--- src/hw/artmr_defines.vh ---
// constants for the auto-reload timer: addresses, control bit positions, reset values, dividers
`ifndef ARTMR_DEFINES_VH
`define ARTMR_DEFINES_VH
// ****************************************
// register addresses
// ****************************************
`define ARTMR_ADDR_CTRL 8'hC8
`define ARTMR_ADDR_RLD_LO 8'hCA
`define ARTMR_ADDR_RLD_HI 8'hCB
`define ARTMR_ADDR_CNT_LO 8'hCC
`define ARTMR_ADDR_CNT_HI 8'hCD
// ****************************************
// control register bit positions
// ****************************************
`define ARTMR_BIT_HOVF 7
`define ARTMR_BIT_LOVF 6
`define ARTMR_BIT_LIEN 5
`define ARTMR_BIT_SPLIT 3
`define ARTMR_BIT_RUN 2
`define ARTMR_BIT_XCLK 0
`define ARTMR_CTRL_WMASK 8'hED
`define ARTMR_RESET_BYTE 8'h00
// ****************************************
// clock dividers
// ****************************************
`define ARTMR_SYS_DIV 4'hC
`define ARTMR_EXT_DIV 3'h7
`endif

--- src/hw/artmr_top.v ---
// auto-reload timer, one 16-bit or two 8-bit counters, on the special function register bus
// Operation
// - split clear: one 16-bit auto-reload timer
// - 16-bit rollover reloads and sets high flag
// - 16-bit overflow requests interrupt when enabled
// - low byte wrap interrupts when low enable set
// - split set: two independent 8-bit reload timers
// - run gates all, or high byte in split
// - per-byte select in split (16-bit uses the low select): system clock or shared slow source, /12 or ext/8 by control bit 0
// - external divided clock synchronised before use
// - byte wrap sets its own overflow flag
// - split: high or enabled low wrap interrupts
// - flags cleared only by software write
// - control bits 4 and 1 read zero
// - control at C8, bit-addressable, resets zero
// - reload bytes at CA and CB, read/write
// - count bytes at CC and CD, read/write
`timescale 1ns/10ps
`include "artmr_defines.vh"
module artmr_top (
   // clock and reset
   input wire CLK,
   input wire RST,
   // special function register bus
   input wire [7:0] SFR_ADDR,
   input wire [7:0] SFR_WDATA,
   input wire SFR_WR,
   input wire SFR_RD,
   output reg [7:0] SFR_RDATA,
   // bit access to the control register
   input wire [2:0] SFR_BIT_SEL,
   input wire SFR_BIT_WR,
   input wire SFR_BIT_VAL,
   // per-byte clock selects from the clock control register
   input wire HIGH_BYTE_CLOCK_SELECT,
   input wire LOW_BYTE_CLOCK_SELECT,
   // external oscillator, asynchronous
   input wire EXT_OSC,
   // interrupt controller
   input wire TIMER_INT_ENABLE,
   output wire TIMER_IRQ
);
   reg [7:0] ctrl_r;
   reg [7:0] ctrl_nxt;
   reg [7:0] rld_lo_r;
   reg [7:0] rld_hi_r;
   reg [3:0] div12_r;
   reg [2:0] ext_sync_r;
   reg [2:0] div8_r;
   reg ext_tick_r;
   reg ext_lvl_r;
   // per-byte vectors, index 0 is the low byte and 1 the high byte
   wire [1:0] byte_wr;
   wire [1:0] byte_inc;
   wire [1:0] byte_reload;
   wire [1:0] byte_wrap;
   wire [15:0] byte_rld;
   wire [15:0] byte_cnt;
   wire [7:0] cnt_lo;
   wire [7:0] cnt_hi;
   wire lo_wrap;
   wire hi_wrap;
   wire sys12_tick;
   wire ext_agree;
   wire ext_rise;
   wire slow_tick;
   wire lo_tick;
   wire hi_tick;
   wire lo_inc;
   wire hi_inc;
   wire split;
   wire run;
   wire wr_ctrl;
   wire wr_lo;
   wire wr_hi;
   wire hovf_set;
   wire lovf_set;

   assign split = ctrl_r[`ARTMR_BIT_SPLIT];
   assign run = ctrl_r[`ARTMR_BIT_RUN];
   assign wr_ctrl = SFR_WR && (SFR_ADDR == `ARTMR_ADDR_CTRL);
   assign wr_lo = SFR_WR && (SFR_ADDR == `ARTMR_ADDR_CNT_LO);
   assign wr_hi = SFR_WR && (SFR_ADDR == `ARTMR_ADDR_CNT_HI);

   // ****************************************
   // clock sources
   // ****************************************
   // system clock divided by 12
   always @(posedge CLK) begin
      if (RST) begin
         div12_r <= 4'h0;
      end else if (div12_r == (`ARTMR_SYS_DIV - 4'h1)) begin
         div12_r <= 4'h0;
      end else begin
         div12_r <= div12_r + 4'h1;
      end
   end
   assign sys12_tick = (div12_r == (`ARTMR_SYS_DIV - 4'h1));

   // external oscillator: three-stage sync, a level counts once stages two and three agree, then divide by 8
   always @(posedge CLK) begin
      if (RST) begin
         ext_sync_r <= 3'h0;
         ext_lvl_r <= 1'b0;
         div8_r <= 3'h0;
         ext_tick_r <= 1'b0;
      end else begin
         ext_sync_r <= {ext_sync_r[1:0], EXT_OSC};
         if (ext_agree) begin
            ext_lvl_r <= ext_sync_r[2];
         end
         ext_tick_r <= ext_rise && (div8_r == `ARTMR_EXT_DIV);
         if (ext_rise) begin
            div8_r <= div8_r + 3'h1;
         end
      end
   end
   // accepted level starts low like the idle pin, so reset gives no false edge
   assign ext_agree = (ext_sync_r[1] == ext_sync_r[2]);
   assign ext_rise = ext_agree && ext_sync_r[2] && !ext_lvl_r;

   // per-byte source selection
   assign slow_tick = ctrl_r[`ARTMR_BIT_XCLK] ? ext_tick_r : sys12_tick;
   assign lo_tick = LOW_BYTE_CLOCK_SELECT ? 1'b1 : slow_tick;
   assign hi_tick = HIGH_BYTE_CLOCK_SELECT ? 1'b1 : slow_tick;

   // ****************************************
   // counting
   // ****************************************
   // 16-bit: whole timer on run with low byte clock, high carries from low
   // split: low always runs, high gated by run
   assign lo_inc = split ? lo_tick : (run && lo_tick);
   assign hi_inc = split ? (run && hi_tick) : (run && lo_tick && cnt_lo == 8'hFF);

   // per-byte controls and results
   assign byte_wr = {wr_hi, wr_lo};
   assign byte_inc = {hi_inc, lo_inc};
   assign byte_reload = {hi_wrap, (split ? lo_wrap : (lo_wrap && hi_wrap))};
   assign byte_rld = {rld_hi_r, rld_lo_r};
   assign cnt_lo = byte_cnt[7:0];
   assign cnt_hi = byte_cnt[15:8];
   assign lo_wrap = byte_wrap[0];
   assign hi_wrap = byte_wrap[1];

   // one count byte for each half of the timer
   genvar gi;
   generate
      for (gi = 0; gi < 2; gi = gi + 1) begin : g_byte
         artmr_byte u_byte (
            .CLK(CLK),
            .RST(RST),
            .WR(byte_wr[gi]),
            .WDATA(SFR_WDATA),
            .INC(byte_inc[gi]),
            .RELOAD(byte_reload[gi]),
            .RLD(byte_rld[gi * 8 +: 8]),
            .COUNT(byte_cnt[gi * 8 +: 8]),
            .WRAP(byte_wrap[gi])
         );
      end
   endgenerate

   assign hovf_set = hi_wrap;
   assign lovf_set = lo_wrap;

   // ****************************************
   // registers
   // ****************************************
   // control next value: byte or bit write, then hardware sets win
   always @* begin
      ctrl_nxt = ctrl_r;
      if (wr_ctrl) begin
         ctrl_nxt = SFR_WDATA & `ARTMR_CTRL_WMASK;
      end else if (SFR_BIT_WR && (SFR_ADDR == `ARTMR_ADDR_CTRL)) begin
         ctrl_nxt[SFR_BIT_SEL] = SFR_BIT_VAL;
         ctrl_nxt = ctrl_nxt & `ARTMR_CTRL_WMASK;
      end
      if (hovf_set) begin
         ctrl_nxt[`ARTMR_BIT_HOVF] = 1'b1;
      end
      if (lovf_set) begin
         ctrl_nxt[`ARTMR_BIT_LOVF] = 1'b1;
      end
   end

   // control and reload registers
   always @(posedge CLK) begin
      if (RST) begin
         ctrl_r <= `ARTMR_RESET_BYTE;
         rld_lo_r <= `ARTMR_RESET_BYTE;
         rld_hi_r <= `ARTMR_RESET_BYTE;
      end else begin
         ctrl_r <= ctrl_nxt;
         if (SFR_WR && (SFR_ADDR == `ARTMR_ADDR_RLD_LO)) begin
            rld_lo_r <= SFR_WDATA;
         end
         if (SFR_WR && (SFR_ADDR == `ARTMR_ADDR_RLD_HI)) begin
            rld_hi_r <= SFR_WDATA;
         end
      end
   end

   // registered read data, zero for unmapped addresses
   always @(posedge CLK) begin
      if (RST) begin
         SFR_RDATA <= 8'h00;
      end else if (SFR_RD) begin
         case (SFR_ADDR)
            `ARTMR_ADDR_CTRL: SFR_RDATA <= ctrl_r & `ARTMR_CTRL_WMASK;
            `ARTMR_ADDR_RLD_LO: SFR_RDATA <= rld_lo_r;
            `ARTMR_ADDR_RLD_HI: SFR_RDATA <= rld_hi_r;
            `ARTMR_ADDR_CNT_LO: SFR_RDATA <= cnt_lo;
            `ARTMR_ADDR_CNT_HI: SFR_RDATA <= cnt_hi;
            default: SFR_RDATA <= 8'h00;
         endcase
      end
   end

   // ****************************************
   // interrupt request
   // ****************************************
   // level request while an enabled flag stays set
   assign TIMER_IRQ = TIMER_INT_ENABLE && (ctrl_r[`ARTMR_BIT_HOVF] ||
      (ctrl_r[`ARTMR_BIT_LIEN] && ctrl_r[`ARTMR_BIT_LOVF]));
endmodule // artmr_top

--- src/hw/artmr_byte.v ---
// one 8-bit count byte with software load, increment and reload
`timescale 1ns/10ps
module artmr_byte (
   // clock and reset
   input wire CLK,
   input wire RST,
   // software write
   input wire WR,
   input wire [7:0] WDATA,
   // counting
   input wire INC,
   input wire RELOAD,
   input wire [7:0] RLD,
   // state
   output reg [7:0] COUNT,
   output wire WRAP
);
   // byte is about to roll over from ff, to 00 or to the reload value
   assign WRAP = INC && (COUNT == 8'hFF);

   // count register, software write wins over counting
   always @(posedge CLK) begin
      if (RST) begin
         COUNT <= 8'h00;
      end else if (WR) begin
         COUNT <= WDATA;
      end else if (RELOAD) begin
         COUNT <= RLD;
      end else if (INC) begin
         COUNT <= COUNT + 8'h01;
      end
   end
endmodule // artmr_byte

--- config.mk ---
export PLATFORM = sky130hd
export DESIGN_NAME = artmr_top
export DESIGN_NICKNAME = d
export VERILOG_FILES = /design/src/hw/artmr_top.v /design/src/hw/artmr_byte.v
export VERILOG_INCLUDE_DIRS = /design/src /design/src/hw
export SDC_FILE = /design/constraint.sdc
export NUM_CORES = 1
export LEC_CHECK = 0
export ABC_CLOCK_PERIOD_IN_PS = 5500
export BUFFER_PORTS_ARGS = -buffer_cell sky130_fd_sc_hd__buf_4
export CORE_MARGIN = 5
export CORE_UTILIZATION = 45
export CTS_CLUSTER_SIZE = 14
export DETAILED_ROUTE_END_ITERATION = 12
export GPL_TIMING_DRIVEN = 0
export MAX_ROUTING_LAYER = met4
export SYNTH_ARGS = -nofsm -noshare
export SYNTH_HDL_FRONTEND = slang
export SYNTH_SLANG_ARGS = --single-unit
--- constraint.sdc ---
create_clock -name CLK -period 5.5 [get_ports CLK]
set_input_delay 0.55 -clock CLK [delete_from_list [all_inputs] [get_ports CLK]]
set_output_delay 0.55 -clock CLK [all_outputs]
set_load 0.01 [all_outputs]
==> run summary, run 1 <==
======================================================================================
DRT antenna net count                                                                0
Switch Pwr                                                                  0.000223 W
Hold_buf cts                                                                         0
Worst hold path class                                                     input port to flip-flop
Worst setup EP type                                                          flip-flop
Largest clock skew in the final design                                       0.0112 ns
Total routing usage reported by global routing                                   22.9%
Number of antenna violations at the first check in global routing                    0
Leading cell type in the layout, fill and taps excluded                   sky130_fd_sc_hd__dfxtp_1
Crit path required time                                                        5.76 ns
Achievable clock frequency                                                   0.446 GHz
Routed wire length                                                             10.6 mm
Final critical delay including setup and external delays                       2.24 ns
Critical path buffers and inverters                                                  1
TritonCTS buffer count                                                               9
Clock share of power                                                             43.7%
Part of the power in registers                                                   47.8%
Layout net count                                                                   491
Wire length of the first global-routing pass                                   16.8 mm
Antenna Cells                                                                        0
Share of total power consumed by net switching                                   24.9%
Reported leakage power                                                         1.46 nW
Largest net degree at the start of global routing                                   11
DR top layer                                                                      met4
Buffers from clock root to sink, at most                                             2
Critical path launch point type                                              flip-flop
DRT iter0 DRCs                                                                     325
Routed met2 length                                                             4.59 mm
Commonest non-fill, non-tap cells in the layout                           58 x sky130_fd_sc_hd__dfxtp_1, 45 x sky130_fd_sc_hd__nor2_1, 41 x sky130_fd_sc_hd__nand2_1
Clk_lat worst skew                                                             0.35 ns
Area of all sequential standard cells                                         1160 µm²
Worst-case headroom to the max-slew limit                                        42.6%
DRT Pass-1 Iters                                                                     5
Final Cycle Share                                                                40.8%
Max-cap check violation count                                                        0
Synth-to-Final Area Change                                                       16.6%
Post-synthesis sequential area ratio                                             33.4%
Cells after synthesis                                                              411
Core Region                                                                   7610 µm²
Post-cts gate resize count                                                           0
Power per cell area                                                         222 nW/µm²
Vias per cell                                                                     6.01
Fill cells                                                                         750
Top_reg_cell synth                                                        sky130_fd_sc_hd__dfxtp_1
Number of synthesized flops with an enable pin                                       0
Total grt overflow                                                                   0
Number of setup violations in the final report                                       0
RD Place Congestion                                                              0.948
Cell-by-cell listing of the critical path                                 ha_1 > and4_1 > buf_2 > nand2_1 > nor2_1 > o21ai_2 > and3_1 > o32ai_1
Arr. time, crit path                                                           2.50 ns
Flip-flop and latch count after synthesis                                           58
Count of input and output buffers                                                   34
Ports placed on the boundary                                                        38
Clock tree from TritonCTS                                                          yes
Maximum level of the CTS H-tree                                                      3
TritonCTS sink count                                                                58
Number of distinct standard cells referenced by the synthesized netlist             62
Clock Root Buffer                                                         sky130_fd_sc_hd__clkbuf_8
Die height                                                                     97.9 µm
Combinational fraction of design power                                            8.5%
Post-CTS Setup Bufs                                                                  0
Final routed wire length divided by cell count                                 18.8 µm
Area occupied by multi-input gates                                            2130 µm²
Number of cell rows                                                                 32
Post-synthesis instance area                                                  3470 µm²
Vias                                                                             3,380
Net count after synthesis                                                          446
Yosys warns                                                                          0
Ranking of synthesized cells by area                                      sky130_fd_sc_hd__dfxtp_1 33%, sky130_fd_sc_hd__mux2i_1 5.8%, sky130_fd_sc_hd__nor2_1 4.9%
Post-DP HPWL                                                                   7.77 mm
RSZ-0062 raised after global routing                                             false
Status                                                                       completed
Post-Route M1 WL                                                               4.81 mm
Peak VDD IR                                                                     132 µV
Clock slew at reported path FFs                                                0.07 ns
DRC violation count after routing                                                    0
Slowest cell on crit path                                                 sky130_fd_sc_hd__dfxtp_1
Maximum fanout encountered on the critical timing path                               9
Worst slew pin tran                                                           0.855 ns
Fraction of layout cells with a size suffix above 1                              19.6%
Final setup TNS                                                                   0 ns
Hold Worst Slack                                                              0.416 ns
Initial core utilization                                                         45.7%
Share of Yosys cell area claimed by the top area cell type                       33.4%
Post-synthesis average cell area                                              8.45 µm²
Delay contributed by the slowest stage of the critical path                    0.45 ns
Critical path's top delay family                                          simple AND/OR/NAND/NOR gates
Die ar.                                                                       9580 µm²
Final Hold Violating Endpoints                                                       0
Met3 routed WL                                                                  928 µm
Post-synthesis cell type with the largest combined area                   sky130_fd_sc_hd__dfxtp_1
Internal Dissipation                                                        0.000674 W
Number of global-route vias before repair                                        3,168
Crit Path Class                                                           flip-flop to flip-flop
Ys async rst share                                                                  0%
Horizontal die dimension                                                       97.9 µm
Final max-slew violation count                                                       0
======================================================================================
==> stage by stage <==
step,worst slack [ns],std cells,instance area [µm²],util (%),power (W)
2_1_floorplan,3.61,411,3470,-,0.000475
3_3_place_gp,3.18,547,3860,50.7,0.000513
3_5_place_dp,3.18,547,3860,50.7,0.000514
4_1_cts,3.29,562,4050,53.2,0.000904
5_1_grt,3.04,562,4050,53.2,0.000930
6_report,3.26,562,4050,53.2,0.000898
==> sequential cells by signal, indices dropped and copies added (netlist names) <==
register,flops
g_byte.u_byte.COUNT,16
SFR_RDATA,8
rld_hi_r,8
rld_lo_r,8
ctrl_r,6
div12_r,4
div8_r,3
ext_sync_r,3
ext_lvl_r,1
ext_tick_r,1
==> worst reg2reg max path: stages, from the launching register on <==
cell and delay (ns):
sky130_fd_sc_hd__dfxtp_1 0.45, sky130_fd_sc_hd__ha_1 0.32, sky130_fd_sc_hd__and4_1 0.22, sky130_fd_sc_hd__buf_2 0.17, sky130_fd_sc_hd__nand2_1 0.20, sky130_fd_sc_hd__nor2_1 0.17, sky130_fd_sc_hd__o21ai_2 0.16, sky130_fd_sc_hd__and3_1 0.22
sky130_fd_sc_hd__o32ai_1 0.25
==> cell usage after synthesis, types with 4 or more instances <==
cell type,n
sky130_fd_sc_hd__clkbuf_1,9
sky130_fd_sc_hd__a311oi_1,6
sky130_fd_sc_hd__nand2b_1,7
sky130_fd_sc_hd__mux2i_1,20
sky130_fd_sc_hd__a211oi_1,6
sky130_fd_sc_hd__a31oi_1,5
sky130_fd_sc_hd__o311ai_0,5
sky130_fd_sc_hd__nor2b_1,8
sky130_fd_sc_hd__buf_2,9
sky130_fd_sc_hd__nor2_1,45
sky130_fd_sc_hd__a22oi_1,17
sky130_fd_sc_hd__o32ai_1,7
sky130_fd_sc_hd__ha_1,6
sky130_fd_sc_hd__nand2_1,41
sky130_fd_sc_hd__nor3b_1,5
sky130_fd_sc_hd__nand4_1,6
sky130_fd_sc_hd__a21oi_1,32
sky130_fd_sc_hd__dfxtp_1,58
sky130_fd_sc_hd__o22ai_1,5
sky130_fd_sc_hd__inv_1,9
sky130_fd_sc_hd__nor3_1,14
sky130_fd_sc_hd__o21ai_0,9
sky130_fd_sc_hd__xnor2_1,6
sky130_fd_sc_hd__and3_1,5
sky130_fd_sc_hd__nand3_1,20
sky130_fd_sc_hd__mux2_2,4
==> metal layers <==
| metal | vias up | track usage [%] |
|---|---|---|
| met5 | - | - |
| met4 | 0 | 8.31 |
| met3 | 25 | 5.93 |
| met2 | 151 | 32.5 |
| met1 | 1582 | 31.4 |
| li1 | 1622 | - |
==> power by group through the flow <==
stage	logic [W]	clock network (W)	registers, W
after floorplan	0.0000362	0	0.000439
after global placement	0.0000748	0	0.000438
after detailed placement	0.0000754	0	0.000439
after CTS	0.0000756	0.000399	0.000429
after global routing	0.0000823	0.000418	0.000430
final	0.0000761	0.000392	0.000429
==> path summary, 6_finish.rpt <==
kind	from	to	slack, ns	cells after the start
max	g_byte[1].u_byte.COUNT[1]	g_byte[0].u_byte.COUNT[7]	3.26	8
min	EXT_OSC	ext_sync_r[0]	0.42	2
max reg2reg	g_byte[1].u_byte.COUNT[1]	g_byte[0].u_byte.COUNT[7]	3.26	8
min reg2reg	ext_sync_r[0]	ext_sync_r[1]	0.44	1
==> layout make-up <==
type	count	share of cell area, %
well taps	102	3.15
clock buffers	10	3.40
flip-flops and latches	58	28.7
repair buffers	34	6.30
multi-input cells	318	52.5
plain buffers	26	3.80
inverters	9	0.834
clock inverters	5	1.36
==> cell families (layout without fill, tap and decap cells) <==
group,Yosys count,count (layout),share of synthesized area [%]
flops,58,58,33.4
mux,25,25,7.49
buf+inv,35,84,5.40
simple gates,170,170,26.7
xor+xnor,6,6,1.51
compound gates,111,111,23.3
fa+ha+maj,6,6,2.16
No activity file was read; power rests on OpenSTA's default activity.
==> run 2: changes to the inputs <==
--- a/config.mk
+++ b/config.mk
@@ -6,7 +6,7 @@
 export SDC_FILE = /design/constraint.sdc
 export NUM_CORES = 1
 export LEC_CHECK = 0
-export ABC_CLOCK_PERIOD_IN_PS = 5500
+export ABC_CLOCK_PERIOD_IN_PS = 1830
 export BUFFER_PORTS_ARGS = -buffer_cell sky130_fd_sc_hd__buf_4
 export CORE_MARGIN = 5
 export CORE_UTILIZATION = 45
@@ -14,6 +14,7 @@
 export DETAILED_ROUTE_END_ITERATION = 12
 export GPL_TIMING_DRIVEN = 0
 export MAX_ROUTING_LAYER = met4
+export PLACE_DENSITY = 0.66
 export SYNTH_ARGS = -nofsm -noshare
 export SYNTH_HDL_FRONTEND = slang
 export SYNTH_SLANG_ARGS = --single-unit
==> constraint.sdc (replaced) <==
create_clock -name CLK -period 1.83 [get_ports CLK]
set_input_delay 0.183 -clock CLK [delete_from_list [all_inputs] [get_ports CLK]]
set_output_delay 0.183 -clock CLK [all_outputs]
set_load 0.01 [all_outputs]
==> run summary, run 2 (synthesis gave the netlist of run 1 again) <==
================================================================================
Number of cell rows                                                           32   unchanged
TritonCTS sink count                                                          58   unchanged
Reported leakage power                                                   1.59 nW   +8.8%
Vias per cell                                                               6.17   +2.6%
Horizontal die dimension                                                 97.9 µm   unchanged
Routed wire length                                                       10.9 mm   +2.7%
TritonCTS buffer count                                                         9   unchanged
Final routed wire length divided by cell count                           18.9 µm   +0.20%
Final Cycle Share                                                           104%   +63 points
Ports placed on the boundary                                                  38   unchanged
Power per cell area                                                   673 nW/µm²   +200%
Clk_lat worst skew                                                       0.34 ns   about the same
Maximum level of the CTS H-tree                                                3   unchanged
Post-DP HPWL                                                             7.61 mm   -2.1%
Final Hold Violating Endpoints                                                 0   unchanged
Critical path launch point type                                        flip-flop
Antenna Cells                                                                  0   unchanged
Peak VDD IR                                                               288 µV   +120%
Layout net count                                                             505   +2.9%
Cell-by-cell listing of the critical path                           ha_4 > nand4bb_4 > a211oi_4 > buf_6 > o21ba_4 > mux2_4 > o31ai_4 > a211oi_2
Achievable clock frequency                                             0.527 GHz   +18%
Die ar.                                                                 9580 µm²   unchanged
Die height                                                               97.9 µm   unchanged
Total routing usage reported by global routing                             22.9%   -0.075 points
Clock slew at reported path FFs                                          0.07 ns   about the same
Slowest cell on crit path                                           sky130_fd_sc_hd__dfxtp_2
Maximum fanout encountered on the critical timing path                         4   -5
Placement-stage cell area                                               3870 µm²   +0.39%
Leading cell type in the layout, fill and taps excluded             sky130_fd_sc_hd__dfxtp_1
Violations in the final reports                                     setup timing
Post-place setup slack                                                 -0.272 ns   -3.45 ns
Initial core utilization                                                   45.7%   unchanged
Vias                                                                       3,555   +5.2%
Final core utilization                                                     58.2%   +5.0 points
Total grt overflow                                                             0   unchanged
Core Region                                                             7610 µm²   unchanged
Worst hold path class                                               input port to flip-flop
DRT iter0 DRCs                                                               433   +33%
Clock Root Buffer                                                   sky130_fd_sc_hd__clkbuf_8
Final max-slew violation count                                                 0   unchanged
Count of input and output buffers                                             34   unchanged
Synth-to-Final Area Change                                                 27.4%
Delay contributed by the slowest stage of the critical path              0.36 ns   -0.09 ns
Largest clock skew in the final design                                 0.0113 ns   +0.000103 ns
Number of setup violations in the final report                                 3   +3
DRC violation count after routing                                              0   unchanged
Arr. time, crit path                                                     2.12 ns   -0.38 ns
Cell area after layout                                                  4430 µm²   +9.3%
Crit Path Class                                                     flip-flop to flip-flop
Wire length of the first global-routing pass                             16.8 mm   unchanged
Status                                                              complete, but fails checks
Setup ws final                                                        -0.0692 ns   -3.33 ns
Worst-case headroom to the max-slew limit                                  50.4%   +7.8 points
Clock tree from TritonCTS                                                    yes
Worst setup EP type                                                    flip-flop
Commonest non-fill, non-tap cells in the layout                     51 x sky130_fd_sc_hd__dfxtp_1, 45 x sky130_fd_sc_hd__buf_4, 41 x sky130_fd_sc_hd__nor2_1
Worst slew pin tran                                                     0.738 ns   -0.116 ns
Final critical delay including setup and external delays                 1.90 ns   -0.344 ns
Max-cap check violation count                                                  0   unchanged
Crit path required time                                                  2.05 ns   -3.71 ns
Buffers from clock root to sink, at most                                       2   unchanged
Max FFs per register                                                          16   unchanged
Power after layout                                                     0.00298 W   +230%
RSZ-0062 raised after global routing                                        true
Number of global-route vias before repair                                  3,297   +4.1%
Hold_buf cts                                                                   0   unchanged
Largest net degree at the start of global routing                             11   unchanged
DRT Pass-1 Iters                                                               5   unchanged
Number of antenna violations at the first check in global routing              0   unchanged
RD Place Congestion                                                        0.996   +5.0%
Fraction of layout cells with a size suffix above 1                        28.5%   +8.9 points
DRT antenna net count                                                          0   unchanged
Register with the highest flop count                                g_byte.u_byte.COUNT
================================================================================
-- run 2: cell types whose count changed in the layout (fill, tap and decap cells not counted), sizes merged --
cell | before | now
clkinv | 2 | 1
bufinv | 1 | 3
clkinvlp | 2 | 1
buf | 47 | 60
clkbuf | 23 | 24
-- run 2: final timing paths --
path | slack (ns) | endpoint | depth (start not counted) | start
worst max-delay path | -0.07 | g_byte[1].u_byte.COUNT[0] | 8 | div12_r[0]
worst min-delay path | 0.06 | ext_sync_r[0] | 2 | EXT_OSC
worst max register to register | -0.07 | g_byte[1].u_byte.COUNT[0] | 8 | div12_r[0]
worst min register to register | 0.44 | ext_sync_r[1] | 1 | ext_sync_r[0]
-- run 2: layout make-up --
| class | count | area [µm²] |
|---|---|---|
| timing repair buffer | 48 | 372 |
| inverter | 9 | 33.8 |
| clock inverter | 5 | 103 |
| buffer | 26 | 164 |
| fill | 678 | 3180 |
| clock buffer | 10 | 138 |
| tap | 102 | 128 |
| multi-input combinational | 318 | 2310 |
| sequential | 58 | 1180 |
-- run 2: power breakdown --
group | internal, W | switching, W | total [W] | leakage (nW)
Clock | 0.000931 | 0.000520 | 0.00145 | 0.118
Sequential | 0.00128 | 0.0000130 | 0.00129 | 0.473
Combinational | 0.000104 | 0.000137 | 0.000241 | 0.998
-- run 2: per-stage QoR --
stage	setup TNS (ns)	hold slack (ns)	instances
floorplan	-0.00205	0.311	411
finish	-0.104	0.0603	576
global route	-1.21	0.0919	576
global placement	-2.22	0.397	547
CTS	-0.163	0.0559	571
detailed placement	-3.07	0.410	547
-- run 2: what timing repair did --
item | 4_1_cts | 5_1_grt
cloned | 0 | 0
buffers inserted | 9 | 5
setup endpoints to repair | 15 | 15
pin swaps | 7 | 11
hold endpoints to repair | 0 | 0
gates resized for setup | 33 | 21
-- run 2: worst max-delay path, delay by kind of cell, from the launching register on --
kind	cells	cell delay (ns)
fa+ha+maj	1	0.16
buf+inv	1	0.16
simple gates	1	0.18
flops	1	0.36
compound gates	4	0.60
mux	1	0.31
-- run 2: metal layers --
layer | vias to the layer above | part of all wire [%] | track usage, %
met5 | - | 0 | -
met4 | 0 | 4.3 | 10.1
met3 | 46 | 10 | 6.64
met2 | 188 | 43 | 32.9
met1 | 1667 | 42 | 29.7
li1 | 1654 | - | -
==> run 3: changes to the inputs <==
--- a/config.mk
+++ b/config.mk
@@ -8,13 +8,14 @@
 export LEC_CHECK = 0
 export ABC_CLOCK_PERIOD_IN_PS = 1830
 export BUFFER_PORTS_ARGS = -buffer_cell sky130_fd_sc_hd__buf_4
+export CORE_ASPECT_RATIO = 0.5
 export CORE_MARGIN = 5
 export CORE_UTILIZATION = 45
 export CTS_CLUSTER_SIZE = 14
 export DETAILED_ROUTE_END_ITERATION = 12
 export GPL_TIMING_DRIVEN = 0
 export MAX_ROUTING_LAYER = met4
-export PLACE_DENSITY = 0.66
+export PLACE_DENSITY = 0.67
 export SYNTH_ARGS = -nofsm -noshare
 export SYNTH_HDL_FRONTEND = slang
 export SYNTH_SLANG_ARGS = --single-unit
==> run summary, run 3 (synthesis gave the netlist of run 1 again) <==
================================================================================
Status                                                              complete, but fails checks
Violations in the final reports                                     setup timing
Wire length of the first global-routing pass                             17.2 mm   +2.8%
Total grt overflow                                                             0   unchanged
Worst setup EP type                                                    flip-flop
Core Region                                                             7430 µm²   -2.3%
DRT antenna net count                                                          0   unchanged
Clk_lat worst skew                                                       0.34 ns   about the same
Final core utilization                                                     61.2%   +3.0 points
Reported leakage power                                                   1.63 nW   +2.4%
Post-DP HPWL                                                             7.65 mm   +0.52%
Number of antenna violations at the first check in global routing              0   unchanged
Leading cell type in the layout, fill and taps excluded             sky130_fd_sc_hd__dfxtp_1
DRT Pass-1 Iters                                                               6   +1
Area occupied by multi-input gates                                      2370 µm²   +2.5%
Setup slack on the worst flop-to-flop path                              -0.04 ns   +0.03 ns
Count of input and output buffers                                             34   unchanged
Endpoint, Worst Hold                                                ext_sync_r[0]
Largest net degree at the start of global routing                             11   unchanged
Fraction of layout cells with a size suffix above 1                        29.4%   +0.93 points
Arr. time, crit path                                                     2.09 ns   -0.03 ns
Vias                                                                       3,535   -0.56%
Launch instance of the worst min-delay path                              EXT_OSC
Vias per cell                                                               6.18   +0.13%
Number of cell rows                                                           22   -31%
Fill cells                                                                   655   -3.4%
Slowest cell on crit path                                           sky130_fd_sc_hd__mux2_4
Antenna Cells                                                                  0   unchanged
Worst hold path class                                               input port to flip-flop
Commonest non-fill, non-tap cells in the layout                     50 x sky130_fd_sc_hd__dfxtp_1, 45 x sky130_fd_sc_hd__buf_4, 40 x sky130_fd_sc_hd__nor2_1
Horizontal die dimension                                                  134 µm   +37%
RD Place Congestion                                                        0.985   -1.0%
Critical register-to-register path startpoint                       g_byte[0].u_byte.COUNT[3]
Hold_buf cts                                                                   0   unchanged
Layout net count                                                             506   +0.20%
Ports placed on the boundary                                                  38   unchanged
Number of global-route vias before repair                                  3,145   -4.6%
Synth-to-Final Area Change                                                 30.8%
Max-cap check violation count                                                  0   unchanged
Largest clock skew in the final design                                0.00403 ns   -0.00730 ns
Number of setup violations in the final report                                 1   -2
Final Hold Violating Endpoints                                                 0   unchanged
Max FFs per register                                                          16   unchanged
Reg-to-Reg End                                                      g_byte[1].u_byte.COUNT[0]
Initial core utilization                                                   46.8%   +1.1 points
Peak VDD IR                                                               454 µV   +58%
Delay contributed by the slowest stage of the critical path              0.32 ns   -0.04 ns
Total routing usage reported by global routing                             24.0%   +1.1 points
Clock tree from TritonCTS                                                    yes
Cell-by-cell listing of the critical path                           clkbuf_2 > nand4_4 > a211oi_4 > buf_6 > o21ba_4 > mux2_4 > o31ai_4 > a211oi_2
Power per cell area                                                   689 nW/µm²   +2.4%
Worst reg2reg path depth                                                       8   unchanged
Final Cycle Share                                                           102%   -1.6 points
Critical path launch point type                                        flip-flop
DRC violation count after routing                                              0   unchanged
Achievable clock frequency                                             0.535 GHz   +1.5%
TritonCTS buffer count                                                         9   unchanged
Crit Path Class                                                     flip-flop to flip-flop
Setup ws final                                                        -0.0408 ns   +0.0284 ns
Clock Root Buffer                                                   sky130_fd_sc_hd__clkbuf_16
RSZ-0062 raised after global routing                                        true
Area of all sequential standard cells                                   1180 µm²   +0.32%
Maximum level of the CTS H-tree                                                3   unchanged
Die ar.                                                                 9690 µm²   +1.1%
Hold path cells                                                                2   unchanged
Final max-slew violation count                                                 0   unchanged
Crit path required time                                                  2.05 ns   about the same
Routed wire length                                                       11.1 mm   +2.4%
Die height                                                               72.1 µm   -26%
Maximum fanout encountered on the critical timing path                         7   +3
Register with the highest flop count                                g_byte.u_byte.COUNT
Buffers from clock root to sink, at most                                       2   unchanged
Worst slew pin tran                                                     0.811 ns   +0.0732 ns
DRT iter0 DRCs                                                               368   -15%
Worst-case headroom to the max-slew limit                                  45.5%   -4.9 points
Final critical delay including setup and external delays                 1.87 ns   -0.0284 ns
Hold Worst Slack                                                       0.0535 ns   -0.00679 ns
Clock slew at reported path FFs                                          0.05 ns   -0.02 ns
Final routed wire length divided by cell count                           19.5 µm   +3.1%
TritonCTS sink count                                                          58   unchanged
================================================================================
[run 3: changes by cell type in the layout (fill, tap and decap cells not counted), moves of 2 or more]
cell / before / now
sky130_fd_sc_hd__clkbuf_16: 0 / 9
sky130_fd_sc_hd__clkbuf_8: 12 / 5
sky130_fd_sc_hd__bufinv_16: 3 / 0
sky130_fd_sc_hd__o32ai_1: 4 / 1
sky130_fd_sc_hd__o32ai_2: 3 / 6
sky130_fd_sc_hd__nand2_2: 2 / 0
[run 3: area by class of cell]
type / instances / share of cell area (%)
flip-flops and latches: 58 / 26.0
clock buffers: 14 / 6.03
inverters: 9 / 0.743
multi-input cells: 318 / 52.2
clock inverters: 2 / 0.220
well taps: 96 / 2.64
repair buffers: 49 / 8.42
plain buffers: 26 / 3.80
[run 3: critical path, delay by kind of cell, from the launching register on]
family | cells | cell delay [ns]
compound gates | 4 | 0.58
buf+inv | 2 | 0.37
flops | 1 | 0.31
mux | 1 | 0.32
simple gates | 1 | 0.16
[run 3: worst max-delay path by stage]
| stage | start | end | slack, ns | cells after the start |
|---|---|---|---|---|
| after floorplan | g_byte[0].u_byte.COUNT[0] | g_byte[1].u_byte.COUNT[0] | -0.002 | 7 |
| after global placement | g_byte[1].u_byte.COUNT[1] | g_byte[0].u_byte.COUNT[0] | -0.30 | 8 |
| after detailed placement | g_byte[1].u_byte.COUNT[1] | g_byte[0].u_byte.COUNT[7] | -0.30 | 8 |
| after CTS | div12_r[0] | g_byte[1].u_byte.COUNT[0] | -0.04 | 8 |
| after global routing | div12_r[0] | g_byte[1].u_byte.COUNT[0] | -0.1 | 8 |
| final | g_byte[0].u_byte.COUNT[3] | g_byte[1].u_byte.COUNT[0] | -0.04 | 8 |
[run 3: timing repair]
action	4_1_cts	5_1_grt
endpoints found under the setup margin	15	15
resized for setup	27	44
pin swaps	5	7
gates cloned	0	0
buffers inserted	5	10
[run 3: report_power, final]
part | leakage, nW | total (W) | internal [W] | switching [W]
sequential | 0.474 | 0.00129 | 0.00128 | 0.0000126
clock | 0.143 | 0.00160 | 0.00102 | 0.000582
combinational | 1.01 | 0.000239 | 0.0000998 | 0.000140
[run 3: layer usage]
layer | up-vias | part of all wire [%] | global-route usage [%]
met5 | - | 0 | -
met1 | 1700 | 44 | 33.5
met3 | 17 | 11 | 7.34
met2 | 166 | 43 | 32.9
li1 | 1652 | - | -
met4 | 0 | 1.5 | 7.56
[run 3: stage by stage]
stage	total power, W	std cells	TNS, ns	setup slack (ns)	cell area (µm²)
after floorplan	0.00143	411	-0.00205	-0.00205	3490
after global placement	0.00155	541	-3.28	-0.298	3860
after detailed placement	0.00155	541	-3.41	-0.298	3860
after CTS	0.00314	562	-0.0397	-0.0390	4280
after global routing	0.00324	572	-0.543	-0.0996	4550
final	0.00313	572	-0.0408	-0.0408	4550
